===== src/design/rwu_pkg.sv =====
package rwu_pkg;
    localparam int unsigned CLK_MHZ = 100;
    // register indices on the plain port
    localparam logic [3:0] ADDR_CTRL = 4'h0;
    localparam logic [3:0] ADDR_STATUS = 4'h1;
    localparam logic [3:0] ADDR_FUSE = 4'h2;
    localparam int unsigned CTRL_WDE_BIT = 0;
    localparam int unsigned CTRL_WDP_LSB = 1;
    localparam logic [7:0] CTRL_RESET = 8'h00;
    localparam int unsigned ST_PB_BIT = 0;
    localparam int unsigned ST_BO_BIT = 1;
    localparam int unsigned ST_WD_BIT = 2;
    localparam int unsigned ST_RUN_BIT = 3;
    localparam int unsigned FUSE_BOE_BIT = 0;
    localparam int unsigned FUSE_BOL_BIT = 1;
    localparam int unsigned FUSE_SUT_LSB = 2;
    localparam int unsigned FUSE_OSC_LSB = 4;
    localparam logic [7:0] READ_ZERO = 8'h00;
    // brown-out levels in millivolts
    localparam logic [12:0] BO_LOW_MV = 13'h0A8C;
    localparam logic [12:0] BO_HIGH_MV = 13'h0FA0;
    localparam logic [12:0] BO_HYST_MV = 13'h0064;
    // watchdog
    localparam int unsigned WD_CNT_W = 22;
    localparam logic [21:0] WD_BASE_TICKS = 22'h004000;
    // start-up delays in microseconds, selected by fuse
    localparam int unsigned SU_CNT_W = 16;
    localparam int unsigned SU_US_0 = 1;
    localparam int unsigned SU_US_1 = 4;
    localparam int unsigned SU_US_2 = 16;
    localparam int unsigned SU_US_3 = 64;
    localparam int unsigned SU_CYC_0 = SU_US_0 * CLK_MHZ;
    localparam int unsigned SU_CYC_1 = SU_US_1 * CLK_MHZ;
    localparam int unsigned SU_CYC_2 = SU_US_2 * CLK_MHZ;
    localparam int unsigned SU_CYC_3 = SU_US_3 * CLK_MHZ;
    localparam logic [13:0] RESET_VECTOR = 14'h0000;
    typedef enum logic [1:0] {
        RWU_HOLD,
        RWU_LAUNCH,
        RWU_RUN
    } rwu_state_t;
endpackage


===== src/design/rwu_wd_counter.sv =====
`timescale 1ns/1ps
module rwu_wd_counter (
    input wire logic ref_clk,
    input wire logic reset_n,
    input wire logic clear,
    input wire logic tick,
    input wire logic [rwu_pkg::WD_CNT_W-1:0] limit,
    output logic timeout,
    output logic [rwu_pkg::WD_CNT_W-1:0] count
);
    logic [rwu_pkg::WD_CNT_W-1:0] next_count;
    logic next_timeout;

    always_comb begin
        next_count = count;
        next_timeout = 1'b0;
        if (clear) begin
            next_count = '0;
        end else if (tick) begin
            if (count == limit - 1'b1) begin
                next_count = '0;
                next_timeout = 1'b1;
            end else begin
                next_count = count + 1'b1;
            end
        end
    end

    always_ff @(posedge ref_clk or negedge reset_n) begin
        if (!reset_n) begin
            count <= '0;
            timeout <= 1'b0;
        end else begin
            count <= next_count;
            timeout <= next_timeout;
        end
    end
endmodule


===== src/design/rwu_startup_delay.sv =====
`timescale 1ns/1ps
module rwu_startup_delay (
    input wire logic ref_clk,
    input wire logic reset_n,
    input wire logic hold,
    input wire logic [rwu_pkg::SU_CNT_W-1:0] delay_cycles,
    output logic busy
);
    logic [rwu_pkg::SU_CNT_W-1:0] cnt;
    logic [rwu_pkg::SU_CNT_W-1:0] next_cnt;
    logic armed;
    logic next_armed;
    logic next_busy;

    // armed forces a full delay after power-up even without any source
    always_comb begin
        next_cnt = cnt;
        next_armed = 1'b0;
        if (hold || armed) begin
            next_cnt = delay_cycles;
        end else if (cnt != '0) begin
            next_cnt = cnt - 1'b1;
        end
        next_busy = hold || armed || next_cnt != '0;
    end

    always_ff @(posedge ref_clk or negedge reset_n) begin
        if (!reset_n) begin
            cnt <= '0;
            armed <= 1'b1;
            busy <= 1'b1;
        end else begin
            cnt <= next_cnt;
            armed <= next_armed;
            busy <= next_busy;
        end
    end
endmodule


===== src/design/rwu_top.sv =====
`timescale 1ns/1ps
// Contract
// - enabled watchdog reaching its time-out forces a full chip reset.
// - watchdog clear instruction returns the counter to zero.
// - time-out is 16384 watchdog oscillator cycles shifted left by prescale code.
// - pushbutton reset restarts execution at the reset vector.
// - reset returns every I/O register to its initial value; a chip reset leaves the status cause flags set, only reset_n clears them.
// - after reset input release, internal reset holds for a start-up delay.
// - brown-out holds reset while supply is low, only if fuse enabled.
// - level fuse picks the 2.7 V or 4.0 V brown-out threshold.
// - after supply recovers past hysteresis, a time-out precedes release.
// - fuses select oscillator option and start-up delay length; the delay after a reset_n release always has the SU_CYC3 length.
module rwu_top #(
    parameter logic [21:0] WD_BASE = rwu_pkg::WD_BASE_TICKS,
    parameter int unsigned SU_CYC3 = rwu_pkg::SU_CYC_3
) (
    input wire logic ref_clk,
    input wire logic reset_n,
    input wire logic pushbutton_n,
    input wire logic [12:0] supply_mv,
    input wire logic brownout_enable_fuse,
    input wire logic brownout_level_fuse,
    input wire logic [1:0] startup_sel_fuse,
    input wire logic [3:0] osc_sel_fuse,
    input wire logic wd_osc_tick,
    input wire logic watchdog_clear_instr,
    input wire logic [3:0] addr,
    input wire logic [7:0] wr_data,
    input wire logic wr_stb,
    input wire logic rd_stb,
    output logic [7:0] rd_data,
    output logic chip_reset_n,
    output logic vector_load,
    output logic [13:0] vector_addr,
    output logic cpu_run,
    output logic [3:0] osc_select
);

    ////////////////////////////////////////////////////////////////////////
    function automatic logic sel(input logic [3:0] a, input logic [3:0] idx);
        sel = a == idx;
    endfunction

    function automatic logic [rwu_pkg::SU_CNT_W-1:0] su_cycles(input logic [1:0] code);
        case (code)
            2'h0: su_cycles = rwu_pkg::SU_CNT_W'(rwu_pkg::SU_CYC_0);
            2'h1: su_cycles = rwu_pkg::SU_CNT_W'(rwu_pkg::SU_CYC_1);
            2'h2: su_cycles = rwu_pkg::SU_CNT_W'(rwu_pkg::SU_CYC_2);
            default: su_cycles = rwu_pkg::SU_CNT_W'(SU_CYC3);
        endcase
    endfunction

    ////////////////////////////////////////////////////////////////////////
    logic bo_low;
    logic next_bo_low;
    logic [12:0] bo_thresh;
    logic wd_timeout;
    logic [rwu_pkg::WD_CNT_W-1:0] wd_count;
    logic [rwu_pkg::WD_CNT_W-1:0] wd_limit;
    logic wd_clear;
    logic src_any;
    logic busy;
    logic [7:0] ctrl;
    logic [7:0] next_ctrl;
    logic [2:0] cause;
    logic [2:0] next_cause;
    logic [7:0] next_rd_data;
    logic [1:0] sut_latched;
    logic [1:0] next_sut_latched;
    logic [3:0] next_osc_select;
    rwu_pkg::rwu_state_t state;
    rwu_pkg::rwu_state_t next_state;
    logic next_chip_reset_n;
    logic next_vector_load;
    logic next_cpu_run;
    logic wd_en;
    logic [2:0] wd_prescale;

    assign wd_en = ctrl[rwu_pkg::CTRL_WDE_BIT];
    assign wd_prescale = ctrl[rwu_pkg::CTRL_WDP_LSB +: 3];

    ////////////////////////////////////////////////////////////////////////
    // brown-out comparator with hysteresis
    always_comb begin
        bo_thresh = brownout_level_fuse ? rwu_pkg::BO_HIGH_MV : rwu_pkg::BO_LOW_MV;
        next_bo_low = 1'b0;
        if (brownout_enable_fuse) begin
            if (bo_low) begin
                next_bo_low = supply_mv < bo_thresh + rwu_pkg::BO_HYST_MV;
            end else begin
                next_bo_low = supply_mv < bo_thresh;
            end
        end
    end

    always_ff @(posedge ref_clk or negedge reset_n) begin
        if (!reset_n) begin
            bo_low <= 1'b0;
        end else begin
            bo_low <= next_bo_low;
        end
    end

    ////////////////////////////////////////////////////////////////////////
    // watchdog
    assign wd_limit = WD_BASE << wd_prescale;
    // disabled watchdog is held at zero so enabling starts a full interval
    assign wd_clear = watchdog_clear_instr || !chip_reset_n || !wd_en;

    rwu_wd_counter u_wd (
        .ref_clk(ref_clk),
        .reset_n(reset_n),
        .clear(wd_clear),
        .tick(wd_osc_tick),
        .limit(wd_limit),
        .timeout(wd_timeout),
        .count(wd_count)
    );

    ////////////////////////////////////////////////////////////////////////
    // reset combining and start-up delay
    assign src_any = !pushbutton_n || bo_low || wd_timeout;

    rwu_startup_delay u_su (
        .ref_clk(ref_clk),
        .reset_n(reset_n),
        .hold(src_any),
        .delay_cycles(su_cycles(sut_latched)),
        .busy(busy)
    );

    // fuses are sampled while in reset so a change takes effect on the next release
    always_comb begin
        next_sut_latched = sut_latched;
        next_osc_select = osc_select;
        if (busy) begin
            next_sut_latched = startup_sel_fuse;
            next_osc_select = osc_sel_fuse;
        end
    end

    always_ff @(posedge ref_clk or negedge reset_n) begin
        if (!reset_n) begin
            sut_latched <= 2'h3;
            osc_select <= 4'h0;
        end else begin
            sut_latched <= next_sut_latched;
            osc_select <= next_osc_select;
        end
    end

    ////////////////////////////////////////////////////////////////////////
    // launch sequence
    always_comb begin
        next_state = state;
        next_vector_load = 1'b0;
        next_cpu_run = 1'b0;
        next_chip_reset_n = !busy;
        case (state)
            rwu_pkg::RWU_HOLD: begin
                if (!busy) begin
                    next_state = rwu_pkg::RWU_LAUNCH;
                    next_vector_load = 1'b1;
                end
            end
            rwu_pkg::RWU_LAUNCH: begin
                next_state = busy ? rwu_pkg::RWU_HOLD : rwu_pkg::RWU_RUN;
                next_cpu_run = !busy;
            end
            rwu_pkg::RWU_RUN: begin
                if (busy) begin
                    next_state = rwu_pkg::RWU_HOLD;
                end else begin
                    next_cpu_run = 1'b1;
                end
            end
            default: begin
                next_state = rwu_pkg::RWU_HOLD;
            end
        endcase
    end

    always_ff @(posedge ref_clk or negedge reset_n) begin
        if (!reset_n) begin
            state <= rwu_pkg::RWU_HOLD;
            chip_reset_n <= 1'b0;
            vector_load <= 1'b0;
            cpu_run <= 1'b0;
            vector_addr <= rwu_pkg::RESET_VECTOR;
        end else begin
            state <= next_state;
            chip_reset_n <= next_chip_reset_n;
            vector_load <= next_vector_load;
            cpu_run <= next_cpu_run;
            vector_addr <= rwu_pkg::RESET_VECTOR;
        end
    end

    ////////////////////////////////////////////////////////////////////////
    // registers
    always_comb begin
        next_ctrl = ctrl;
        next_cause = cause;
        if (!chip_reset_n) begin
            next_ctrl = rwu_pkg::CTRL_RESET;
        end else if (wr_stb && sel(addr, rwu_pkg::ADDR_CTRL)) begin
            next_ctrl = {4'h0, wr_data[3:0]};
        end
        // write one clears; a new event in the same cycle wins
        if (wr_stb && sel(addr, rwu_pkg::ADDR_STATUS)) begin
            next_cause = cause & ~wr_data[2:0];
        end
        if (!pushbutton_n) begin
            next_cause[rwu_pkg::ST_PB_BIT] = 1'b1;
        end
        if (bo_low) begin
            next_cause[rwu_pkg::ST_BO_BIT] = 1'b1;
        end
        if (wd_timeout) begin
            next_cause[rwu_pkg::ST_WD_BIT] = 1'b1;
        end
        next_rd_data = rwu_pkg::READ_ZERO;
        if (rd_stb) begin
            if (sel(addr, rwu_pkg::ADDR_CTRL)) begin
                next_rd_data = ctrl;
            end else if (sel(addr, rwu_pkg::ADDR_STATUS)) begin
                next_rd_data = {4'h0, cpu_run, cause};
            end else if (sel(addr, rwu_pkg::ADDR_FUSE)) begin
                next_rd_data = {osc_select, sut_latched, brownout_level_fuse, brownout_enable_fuse};
            end
        end
    end

    always_ff @(posedge ref_clk or negedge reset_n) begin
        if (!reset_n) begin
            ctrl <= rwu_pkg::CTRL_RESET;
            cause <= 3'h0;
            rd_data <= rwu_pkg::READ_ZERO;
        end else begin
            ctrl <= next_ctrl;
            cause <= next_cause;
            rd_data <= next_rd_data;
        end
    end
endmodule


===== config.mk =====
export PLATFORM = sky130hd
export DESIGN_NAME = rwu_top
export DESIGN_NICKNAME = d
export VERILOG_FILES = /design/src/design/rwu_pkg.sv /design/src/design/rwu_wd_counter.sv /design/src/design/rwu_startup_delay.sv /design/src/design/rwu_top.sv
export SDC_FILE = /design/constraint.sdc
export NUM_CORES = 1
export LEC_CHECK = 0
export BUFFER_PORTS_ARGS = -buffer_cell sky130_fd_sc_hd__buf_2
export CAP_MARGIN = 20
export CORE_ASPECT_RATIO = 2
export CORE_MARGIN = 2
export CORE_UTILIZATION = 37
export DETAILED_ROUTE_END_ITERATION = 16
export MAX_ROUTING_LAYER = met4
export PLACE_DENSITY = 0.68
export SETUP_SLACK_MARGIN = 0.2
export SYNTH_ARGS = -nofsm -noshare
export SYNTH_HDL_FRONTEND = slang
export SYNTH_SLANG_ARGS = --single-unit

===== constraint.sdc =====
create_clock -name ref_clk -period 6.9 [get_ports ref_clk]
set_clock_uncertainty 0.15 [all_clocks]
set_input_delay 0.69 -clock ref_clk [delete_from_list [all_inputs] [get_ports ref_clk]]
set_output_delay 0.69 -clock ref_clk [all_outputs]
set_load 0.05 [all_outputs]

### After elaboration in Yosys (flattened, before gate mapping)

Index checks and enable logic that the tools add are counted.

| cells by class | value |
|---|---|
| reduce and logical (&&, ||, !) cells | 21 |
| add/subtract/negate cells | 4 |
| bitwise gates (word level) | 2 |
| equality and inequality tests | 11 |
| magnitude comparators | 2 |
| muxes and demuxes | 29 |
| shift-type cells | 1 |

Operators with widths:

| operator | count |
|---|---|
| 2-to-1 mux 22 bit | 3 |
| 2-to-1 mux 8 bit | 6 |
| case mux 13 bit (3 select lines) | 1 |
| 2-to-1 mux 16 bit | 2 |
| nonzero test 16 bit | 2 |
| adder 22 x 1 -> 22 bit, second input constant | 1 |
| == test 22 bit | 1 |
| left shift 15 x 3 -> 22 bit, first input constant | 1 |
| subtractor 22 x 1 -> 22 bit, second input constant | 1 |
| subtractor 16 x 1 -> 16 bit, second input constant | 1 |
| adder 12 x 7 -> 13 bit, second input constant | 1 |
| less-than comparator 13 x 12 -> 1 bit | 1 |
| less-than comparator 13 bit | 1 |
| 2-to-1 mux 11 bit | 1 |
| 2-to-1 mux 1 bit | 10 |
| logical OR 1 bit | 6 |
| 2-to-1 mux 2 bit | 3 |
| inequality test 2 x 1 -> 1 bit, second input constant | 3 |
| case mux 2 bit (3 select lines) | 1 |
| nonzero test 2 bit | 3 |
| == test 2 x 1 -> 1 bit, second input constant | 2 |
| == test 2 bit, second input constant | 2 |
| == test 4 x 1 -> 1 bit, second input constant | 1 |
| == test 4 x 2 -> 1 bit, second input constant | 1 |
| other kinds (10) | 15 |

| storage, ports and cells | value |
|---|---|
| flip-flop bits (word level) | 72 |
| input bits | 40 |

### Longest topological paths before layout

Gate-level depths: netlist of run 1.

| logic depth | value |
|---|---|
| depth in word-level cells | 7 |
| gate-level depth with buffers | 9 |

### Hierarchy

Synthesis of run 1 repeated with hierarchy kept, for this count alone.

| second synthesis, totals | value |
|---|---|
| cell total of the unflattened synthesis | 586 |
| area, all modules | 5112.4 µm² |

By module, submodules not included:

| module | instances | cells each | seq. area each (µm²) | area each (µm²) |
|---|---|---|---|---|
| rwu_wd_counter | 1 | 291 | 575.6 | 2331.0 |
| rwu_top | 1 | 164 | 678.2 | 1647.8 |
| rwu_startup_delay | 1 | 131 | 452.9 | 1133.6 |

### Worst setup path after synthesis of run 1

OpenSTA, ideal clock, no wires.

| timing path | value |
|---|---|
| path kind | register -> register |
| from | register u_su.cnt[5] (netlist bit) |
| to | register u_su.busy |
| setup slack | 4207 ps |
| data required time | 6656 ps |
| setup time | 94 ps |
| period minus slack after synthesis | 2693 ps |
| buffers on the path | 0 |
| stages on the path, launching flop included | 8 |
| data arrival time | 2449 ps |
| cells stage by stage | dfrtp_1 > nor4_2 > nand4bb_1 > or3_1 > nor2_1 > xor2_1 > a2111o_1 > or4_1 |

| between the ends | value |
|---|---|
| cells in the longest elaborated chain, start to end | 5 |
| elaborated cells on any way between the ends | 6 |

RTL lines:

| element | line | RTL |
|---|---|---|
| start: declaration | rwu_startup_delay.sv:9 | `logic [rwu_pkg::SU_CNT_W-1:0] cnt;` |
| start signal: assignment | rwu_startup_delay.sv:33 | `cnt <= next_cnt;` |
| subtractor 16 x 1 -> 16 bit or nonzero test 16 bit (tied branches) | rwu_startup_delay.sv:22, rwu_startup_delay.sv:21 |  |
| 2-to-1 mux 16 bit * | rwu_startup_delay.sv:21 | `end else if (cnt != '0) begin` |
| 2-to-1 mux 16 bit * | rwu_startup_delay.sv:19 | `if (hold \|\| armed) begin` |
| nonzero test 16 bit * | rwu_startup_delay.sv:24 | `next_busy = hold \|\| armed \|\| next_cnt != '0;` |
| logical OR 1 bit * | rwu_startup_delay.sv:24 |  |
| named net u_su.next_busy | rwu_startup_delay.sv:13 | `logic next_busy;` |
| end signal: assignment | rwu_startup_delay.sv:35 | `busy <= next_busy;` |
| end: declaration | rwu_startup_delay.sv:7 | `output logic busy` |

Mark *: on every way through the listed nets, which the timed path passes. The rest lies on a longest branch.
A chain may end at the register's enable or synchronous reset.

### Final worst setup path of run 1

Same ends and word-level chain as after synthesis.

==> impl_results.md, run 1 <==
* DRT Pass-1 Iters at 6
* Root Driver: clkbuf_16
* Detailed Route WL at 8.73 mm
* Final net count at 507
* Die width at 76.3 um
* Ys Warns at 0
* Clock buffer depth at 2
* Slew Limit Fails at 0
* Xor-xnor portion of the synthesized cell area at 6.54%
* Commonest non-fill, non-tap cell in the layout: dfrtp_1
* PostCTS Resize Cnt at 0
* Vias in the first global route at 3192
* Synth Area in Compound Gates at 11.3%
* Final hold violation count at 0
* HP Class: reg -> reg
* I/O Buffers at 48
* Largest family of logic cells by synthesized area: simple AND/OR/NAND/NOR gates
* Commonest cells after routing, fill and taps aside: dfrtp_1 (64), buf_2 (48), nor2_1 (40), nand2_1 (40)
* CTS Hold Bufs at 0
* Tot GR Track Use at 16.4%
* Simple logic cell fraction of the synthesized area at 23.6%
* Fillers at 1013
* Skew-Pair Late Insertion Delay at 0.33 ns
* RSZ-0062 raised after global routing: no
* Largest net degree at the start of global routing at 69
* Share of post-route cells with drive strength above 1 at 19.6%
* Starting density of the core at 38.1%
* First-pass GRT wire length at 14.5 mm
* Final worst-path cycle share at 43.6%
* Worst slew margin relative to its limit at 37.3%
* Worst Path Max Fanout at 5
* Worst-path clk slew at 0.06 ns
* CTS tree: built
* FF+latch count, synth at 68
* Die height at 149 um
* Pwr Total at 1030 uW
* Wire per inst at 14.8 um
* Post-synthesis sequential area ratio at 44.2%
* DR iter-0 viols at 166
* Gr ovfl total at 0
* Area of the die at 0.0113 mm2
* Placer Congestion at 0.834
* # Max-Cap Violations at 0
* H-tree level count at 3
* # IOs at 69
* Hold_ws at 0.324 ns
* Critical path type: reg -> reg
* Netlist Area Pre-Place at 0.00386 mm2
* Outcome: finished, final reports clean
* Fraction of registers with async set/reset at 100%
* Post-CTS Repair Setup Buffers at 0
* Num CTS Buffers at 9
* Yosys cell types at 65
* Critical Path Sink Type: register
* Number of diodes at 0
* P&R area growth vs syn at 16.7%
* Post-DP HPWL at 6.55 mm
* Predominant post-synthesis flop cell: dfrtp_1
* PwrDens at 229 mW/mm2
* Setup_tns at 0 ns
* Core footprint at 0.0101 mm2
* Lkg Pwr at 0.00214 uW
* CP Launch Type: register
* Post-synth EDFFs at 0
* Final ANT Viol Nets at 0
* Max Fclk at 0.332 GHz
* Clock sinks at 68
* Minimum clock period at 3.01 ns
* Vias per cell at 5.23
* Synth Area per Inst at 9.71 um2
* Residual DRC at 0
* Final setup violation count at 0
* Antenna violations before repair at 0
* Post-Syn Instances at 398
* # rows at 52
* WP data arrival at 3.10 ns
* Adder-cell area share of the yosys netlist at 5.51%
* Via count at 3085
* Worst-Margin Slew at 0.938 ns
* Peak supply drop at 110 uV
* Mux cell area share after synthesis at 4.08%
* Critical Path RT at 6.99 ns
[worst max-delay path, stage by stage, from the launching register on]
cell and delay (ns):
dfrtp_1 0.42, nor4_2 0.48, nand4bb_1 0.25, or3_1 0.45, nor2_1 0.12, xor2_1 0.10, a2111o_1 0.42, or4_1 0.53
[layer usage]
layer | vias to the layer above | global-route usage, % | share of wire (%)
met1 | 1504 | 15.5 | 37
met2 | 72 | 30.4 | 57
met3 | 23 | 3.22 | 3.0
met4 | 0 | 9.45 | 3.5
met5 | - | - | 0
li1 | 1486 | - | -
[through the flow]
stage	instances	util [%]	area, um2	setup slack (ns)
6_report	590	44.4	4510	3.89
5_1_grt	590	44.4	4510	3.65
4_1_cts	590	44.4	4510	3.88
3_5_place_dp	574	41.3	4190	3.80
3_3_place_gp	574	41.3	4190	3.83
2_1_floorplan	412	-	3920	4.21
[flip-flops by register name, indices dropped and copies added (netlist names), 2 cells and up]
name and count:
rd_data 8, u_su.cnt 16, state 2, cause 3, u_wd.count 22, ctrl 4
osc_select 4, sut_latched 2
[synth_stat cells (all sizes together) (10+ instances only)]
cell   instances  area [um2]
xnor2         10        95.1
dfrtp         64        1600
nor2          41         156
o21ai         17        88.8
ha            17         213
inv           11        41.3
nand2         40         150
nand3         15        75.1
xor2          18         158
a21oi         18        90.1
buf           17         121
nor3          12        60.1
[power by group]
| part | switching (uW) | total, uW | internal (uW) |
|---|---|---|---|
| combinational | 81.8 | 123 | 40.8 |
| sequential | 12.1 | 424 | 411 |
| clock | 171 | 486 | 315 |
| total | 265 | 1030 | 767 |
[final cells by class]
class,instances,area [um2],share of cell area (%)
flip-flops and latches,68,1710,37.8
well taps,135,169,3.75
repair buffers,49,248,5.49
clock inverters,7,91.3,2.03
clock buffers,9,225,4.99
inverters,11,41.3,0.916
multi-input cells,311,2030,45.0
[logic make-up after synthesis]
logic type / Yosys count
AND/OR/NAND/NOR: 170
adder cells (fa/ha/maj): 17
flip-flops: 68
AO/OA/AOI/OAI: 66
XOR/XNOR: 28
multiplexers: 15
buffers and inverters: 33
other: 1
[worst paths after layout]
check                                 startpoint                         end  slack (ns)  cells past startpoint
max in group asynchronous                reset_n         ctrl[0]$_DFFE_PN0P_        5.63                      2
min in group asynchronous                reset_n  u_wd.count[10]$_DFFE_PN0P_        0.39                      2
hold / removal              cause[0]$_DFFE_PN0P_        cause[0]$_DFFE_PN0P_        0.32                      2
setup reg to reg           u_su.cnt[5]$_DFF_PN0_         u_su.busy$_DFF_PN1_        3.89                      7
hold reg to reg             cause[0]$_DFFE_PN0P_        cause[0]$_DFFE_PN0P_        0.32                      2
setup / recovery           u_su.cnt[5]$_DFF_PN0_         u_su.busy$_DFF_PN1_        3.89                      7
(Power assumes the default switching activity.)
==> run 2, diff against run 1 <==
--- a/config.mk
+++ b/config.mk
@@ -5,6 +5,7 @@
 export SDC_FILE = /design/constraint.sdc
 export NUM_CORES = 1
 export LEC_CHECK = 0
+export ABC_AREA = 1
 export BUFFER_PORTS_ARGS = -buffer_cell sky130_fd_sc_hd__buf_2
 export CAP_MARGIN = 20
 export CORE_ASPECT_RATIO = 2
@@ -12,7 +13,7 @@
 export CORE_UTILIZATION = 37
 export DETAILED_ROUTE_END_ITERATION = 16
 export MAX_ROUTING_LAYER = met4
-export PLACE_DENSITY = 0.68
+export PLACE_DENSITY = 0.67
 export SETUP_SLACK_MARGIN = 0.2
 export SYNTH_ARGS = -nofsm -noshare
 export SYNTH_HDL_FRONTEND = slang
==> constraint.sdc (replaced) <==
create_clock -name ref_clk -period 3.05 [get_ports ref_clk]
set_clock_uncertainty 0.15 [all_clocks]
set_input_delay 0.305 -clock ref_clk [delete_from_list [all_inputs] [get_ports ref_clk]]
set_output_delay 0.305 -clock ref_clk [all_outputs]
set_load 0.05 [all_outputs]
==> run 2 against run 1 <==
Critical path depth increased by 3. Flip-flop and latch count unchanged. Sequential share of layout area decreased by 3.8 points. Final cell count increased by 32%. Clock power increased by 140%. Wire length increased by 18%. Non-clock buffer count increased by 4. Critical path type is now in -> reg. Largest cell class unchanged.
==> impl_results.md, run 2 <==
* Post-DP HPWL at 8.11 mm
* CP Launch Type: input port
* DR iter-0 viols at 235
* WP data arrival at 2.21 ns
* Final std cells w/o fill at 776
* Vias per cell at 4.93
* Setup_tns at 0 ns
* P&R area growth vs syn at 15.9%
* Final ANT Viol Nets at 0
* H-tree level count at 3
* Post-synth EDFFs at 0
* Fin util at 44.1%
* RSZ-0062 raised after global routing: no
* Largest net degree at the start of global routing at 37
* Netlist Area Pre-Place at 0.00432 mm2
* Post-synthesis sequential area ratio at 39.5%
* # IOs at 69
* Die width at 80.4 um
* Clock sinks at 68
* Placed cells at 758
* Worst Path Max Fanout at 16
* CP max stage cell: dlygate4sd3_1
* Critical Path, Cell by Cell: dlygate4sd3_1 > buf_2 > nand3_1 > buf_4 > inv_1 > o21ai_0 > nor2_1 > nand2_1 > nor2_1 > nand2_1
* Final setup violation count at 0
* Clock buffer depth at 2
* Main area contributors after synthesis: dfrtp_1 (37%), nand2_1 (13%), nor2_1 (6.1%), inv_1 (5.6%), nand3_1 (5.0%)
* Post-Syn Instances at 571
* Residual DRC at 0
* Max reg flops at 22
* Gr ovfl total at 0
* Largest Register: u_wd.count
* Worst-path clk slew at 0.06 ns
* Critical Path Sink Type: register
* Ys Warns at 0
* Num CTS Buffers at 9
* First-pass GRT wire length at 17.1 mm
* Wire per inst at 13.3 um
* Peak supply drop at 289 uV
* Most instantiated library cell after synthesis: nand2_1
* PwrDens at 489 mW/mm2
* HP Class: in -> reg
* # rows at 55
* Top cells by count, synth: nand2_1 (147), nor2_1 (70), inv_1 (65), dfrtp_1 (64), nand3_1 (43)
* Final net count at 686
* Area of the die at 0.0126 mm2
* DP Worst Slack at 1.04 ns
* Share of post-route cells with drive strength above 1 at 17.8%
* Worst-Margin Slew at 0.842 ns
* Core footprint at 0.0114 mm2
* Outcome: finished, final reports clean
* Placer Congestion at 0.920
* CP max stage delay at 0.55 ns
* Root Driver: clkbuf_16
* Synth area leader: dfrtp_1
* Final hold violation count at 0
* Tot GR Track Use at 17.8%
* Fillers at 1137
* Slew Limit Fails at 0
* Synth Area per Inst at 7.57 um2
* Commonest cells after routing, fill and taps aside: nand2_1 (147), nor2_1 (70), inv_1 (65)
* Worst slew margin relative to its limit at 43.9%
* Skew-Pair Late Insertion Delay at 0.33 ns
* Detailed Route WL at 10.3 mm
* Commonest non-fill, non-tap cell in the layout: nand2_1
* Max Fclk at 0.475 GHz
* CTS tree: built
* Vias in the first global route at 3819
* Die height at 157 um
* I/O Buffers at 48
* Antenna violations before repair at 0
* Largest regs: u_wd.count: 22 flops, u_su.cnt: 16 flops, rd_data: 8 flops
* Critical path type: in -> reg
* Starting density of the core at 38.1%
* Min setup slack post-route at 0.944 ns
* Critical Path RT at 3.16 ns
* FF+latch count, synth at 68
* Fraction of registers with async set/reset at 100%
* Yosys cell types at 43
* DRT Pass-1 Iters at 5
* Share of the synthesized area in the top cell type at 37.0%
* # Max-Cap Violations at 0
* Predominant post-synthesis flop cell: dfrtp_1
* Minimum clock period at 2.11 ns
* Number of diodes at 0
* Lkg Pwr at 0.00253 uW
* Via count at 3828
* Final worst-path cycle share at 69.1%
[run 2: changes by cell type in the layout (fill, tap and decap cells not counted), moves of 7 or more]
cell / change
nand2_1: +107
inv_1: +54
nor2_1: +30
nand3_1: +28
o21ai_0: +14
nor2_4: +13
a21oi_1: -12
mux2i_1: -9
nor2b_1: -9
and2_1: -8
xnor2_1: -8
nor2_2: +7
[run 2: final cells by class]
| class | count | area, um2 | share of cell area, % |
|---|---|---|---|
| clock buffers | 13 | 270 | 5.39 |
| clock inverters | 3 | 67.6 | 1.35 |
| inverters | 71 | 269 | 5.37 |
| multi-input cells | 426 | 2240 | 44.6 |
| flip-flops and latches | 68 | 1710 | 34.1 |
| well taps | 142 | 178 | 3.55 |
| repair buffers | 53 | 283 | 5.64 |
[run 2: stage by stage]
stage               hold slack, ns  area, um2  total power (uW)
CTS                         0.0320       5010              2470
floorplan                   -0.141       4380              1210
global placement             0.296       4650              1290
detailed placement           0.316       4650              1300
finish                      0.0365       5010              2450
global route                0.0589       5010              2550
[run 2: kinds of logic (layout without fill, tap and decap cells)]
kind of cell / count (synthesis) / after routing / synth area share, %
and+or+nand+nor: 329 / 329 / 36.3
buffers and inverters: 91 / 140 / 10.0
DFF: 68 / 68 / 39.5
AOI/OAI and AO/OA: 52 / 52 / 6.63
adders and majority gates: 17 / 17 / 4.92
xor gates and xnor gates: 13 / 13 / 2.63
other: 1 / 15 / 0.0867
[run 2: worst paths after layout]
path	start	endpoint	slack, ns	depth (start not counted)
worst max-delay path	pushbutton_n	u_su.busy$_DFF_PN1_	0.94	10
worst min-delay path	osc_sel_fuse[3]	osc_select[3]$_DFFE_PN0P_	0.04	3
worst max register to register	u_su.cnt[0]$_DFF_PN0_	u_su.busy$_DFF_PN1_	1.03	13
worst min register to register	cause[0]$_DFFE_PN0P_	cause[0]$_DFFE_PN0P_	0.33	2
max in group asynchronous	reset_n	u_su.armed$_DFF_PN1_	1.46	3
min in group asynchronous	reset_n	osc_select[1]$_DFFE_PN0P_	0.47	2
[run 2: what timing repair did]
| action | 4_1_cts | 5_1_grt |
|---|---|---|
| buffers inserted | 0 | 0 |
| hold endpoints to repair | 32 | 0 |
| hold buffers | 2 | 0 |
| gates resized for setup | 0 | 0 |
| endpoints found under the setup margin | 0 | 0 |
[run 2: critical path: cells and delay by family]
| family | cells | cell delay (ns) |
|---|---|---|
| AOI/OAI and AO/OA | 1 | 0.21 |
| and+or+nand+nor | 5 | 0.43 |
| buffers and inverters | 4 | 1.27 |
[run 2: routing by layer]
metal	wire length, um	GRT usage (%)	up-vias
li1	-	-	1906
met1	3820	18.2	1798
met2	5760	32.1	94
met3	355	3.06	30
met4	371	8.15	0
met5	0	-	-
[run 2: where the power goes]
group / internal (uW) / switching, uW
clock network: 783 / 381
logic: 98.2 / 230
registers: 932 / 25.4
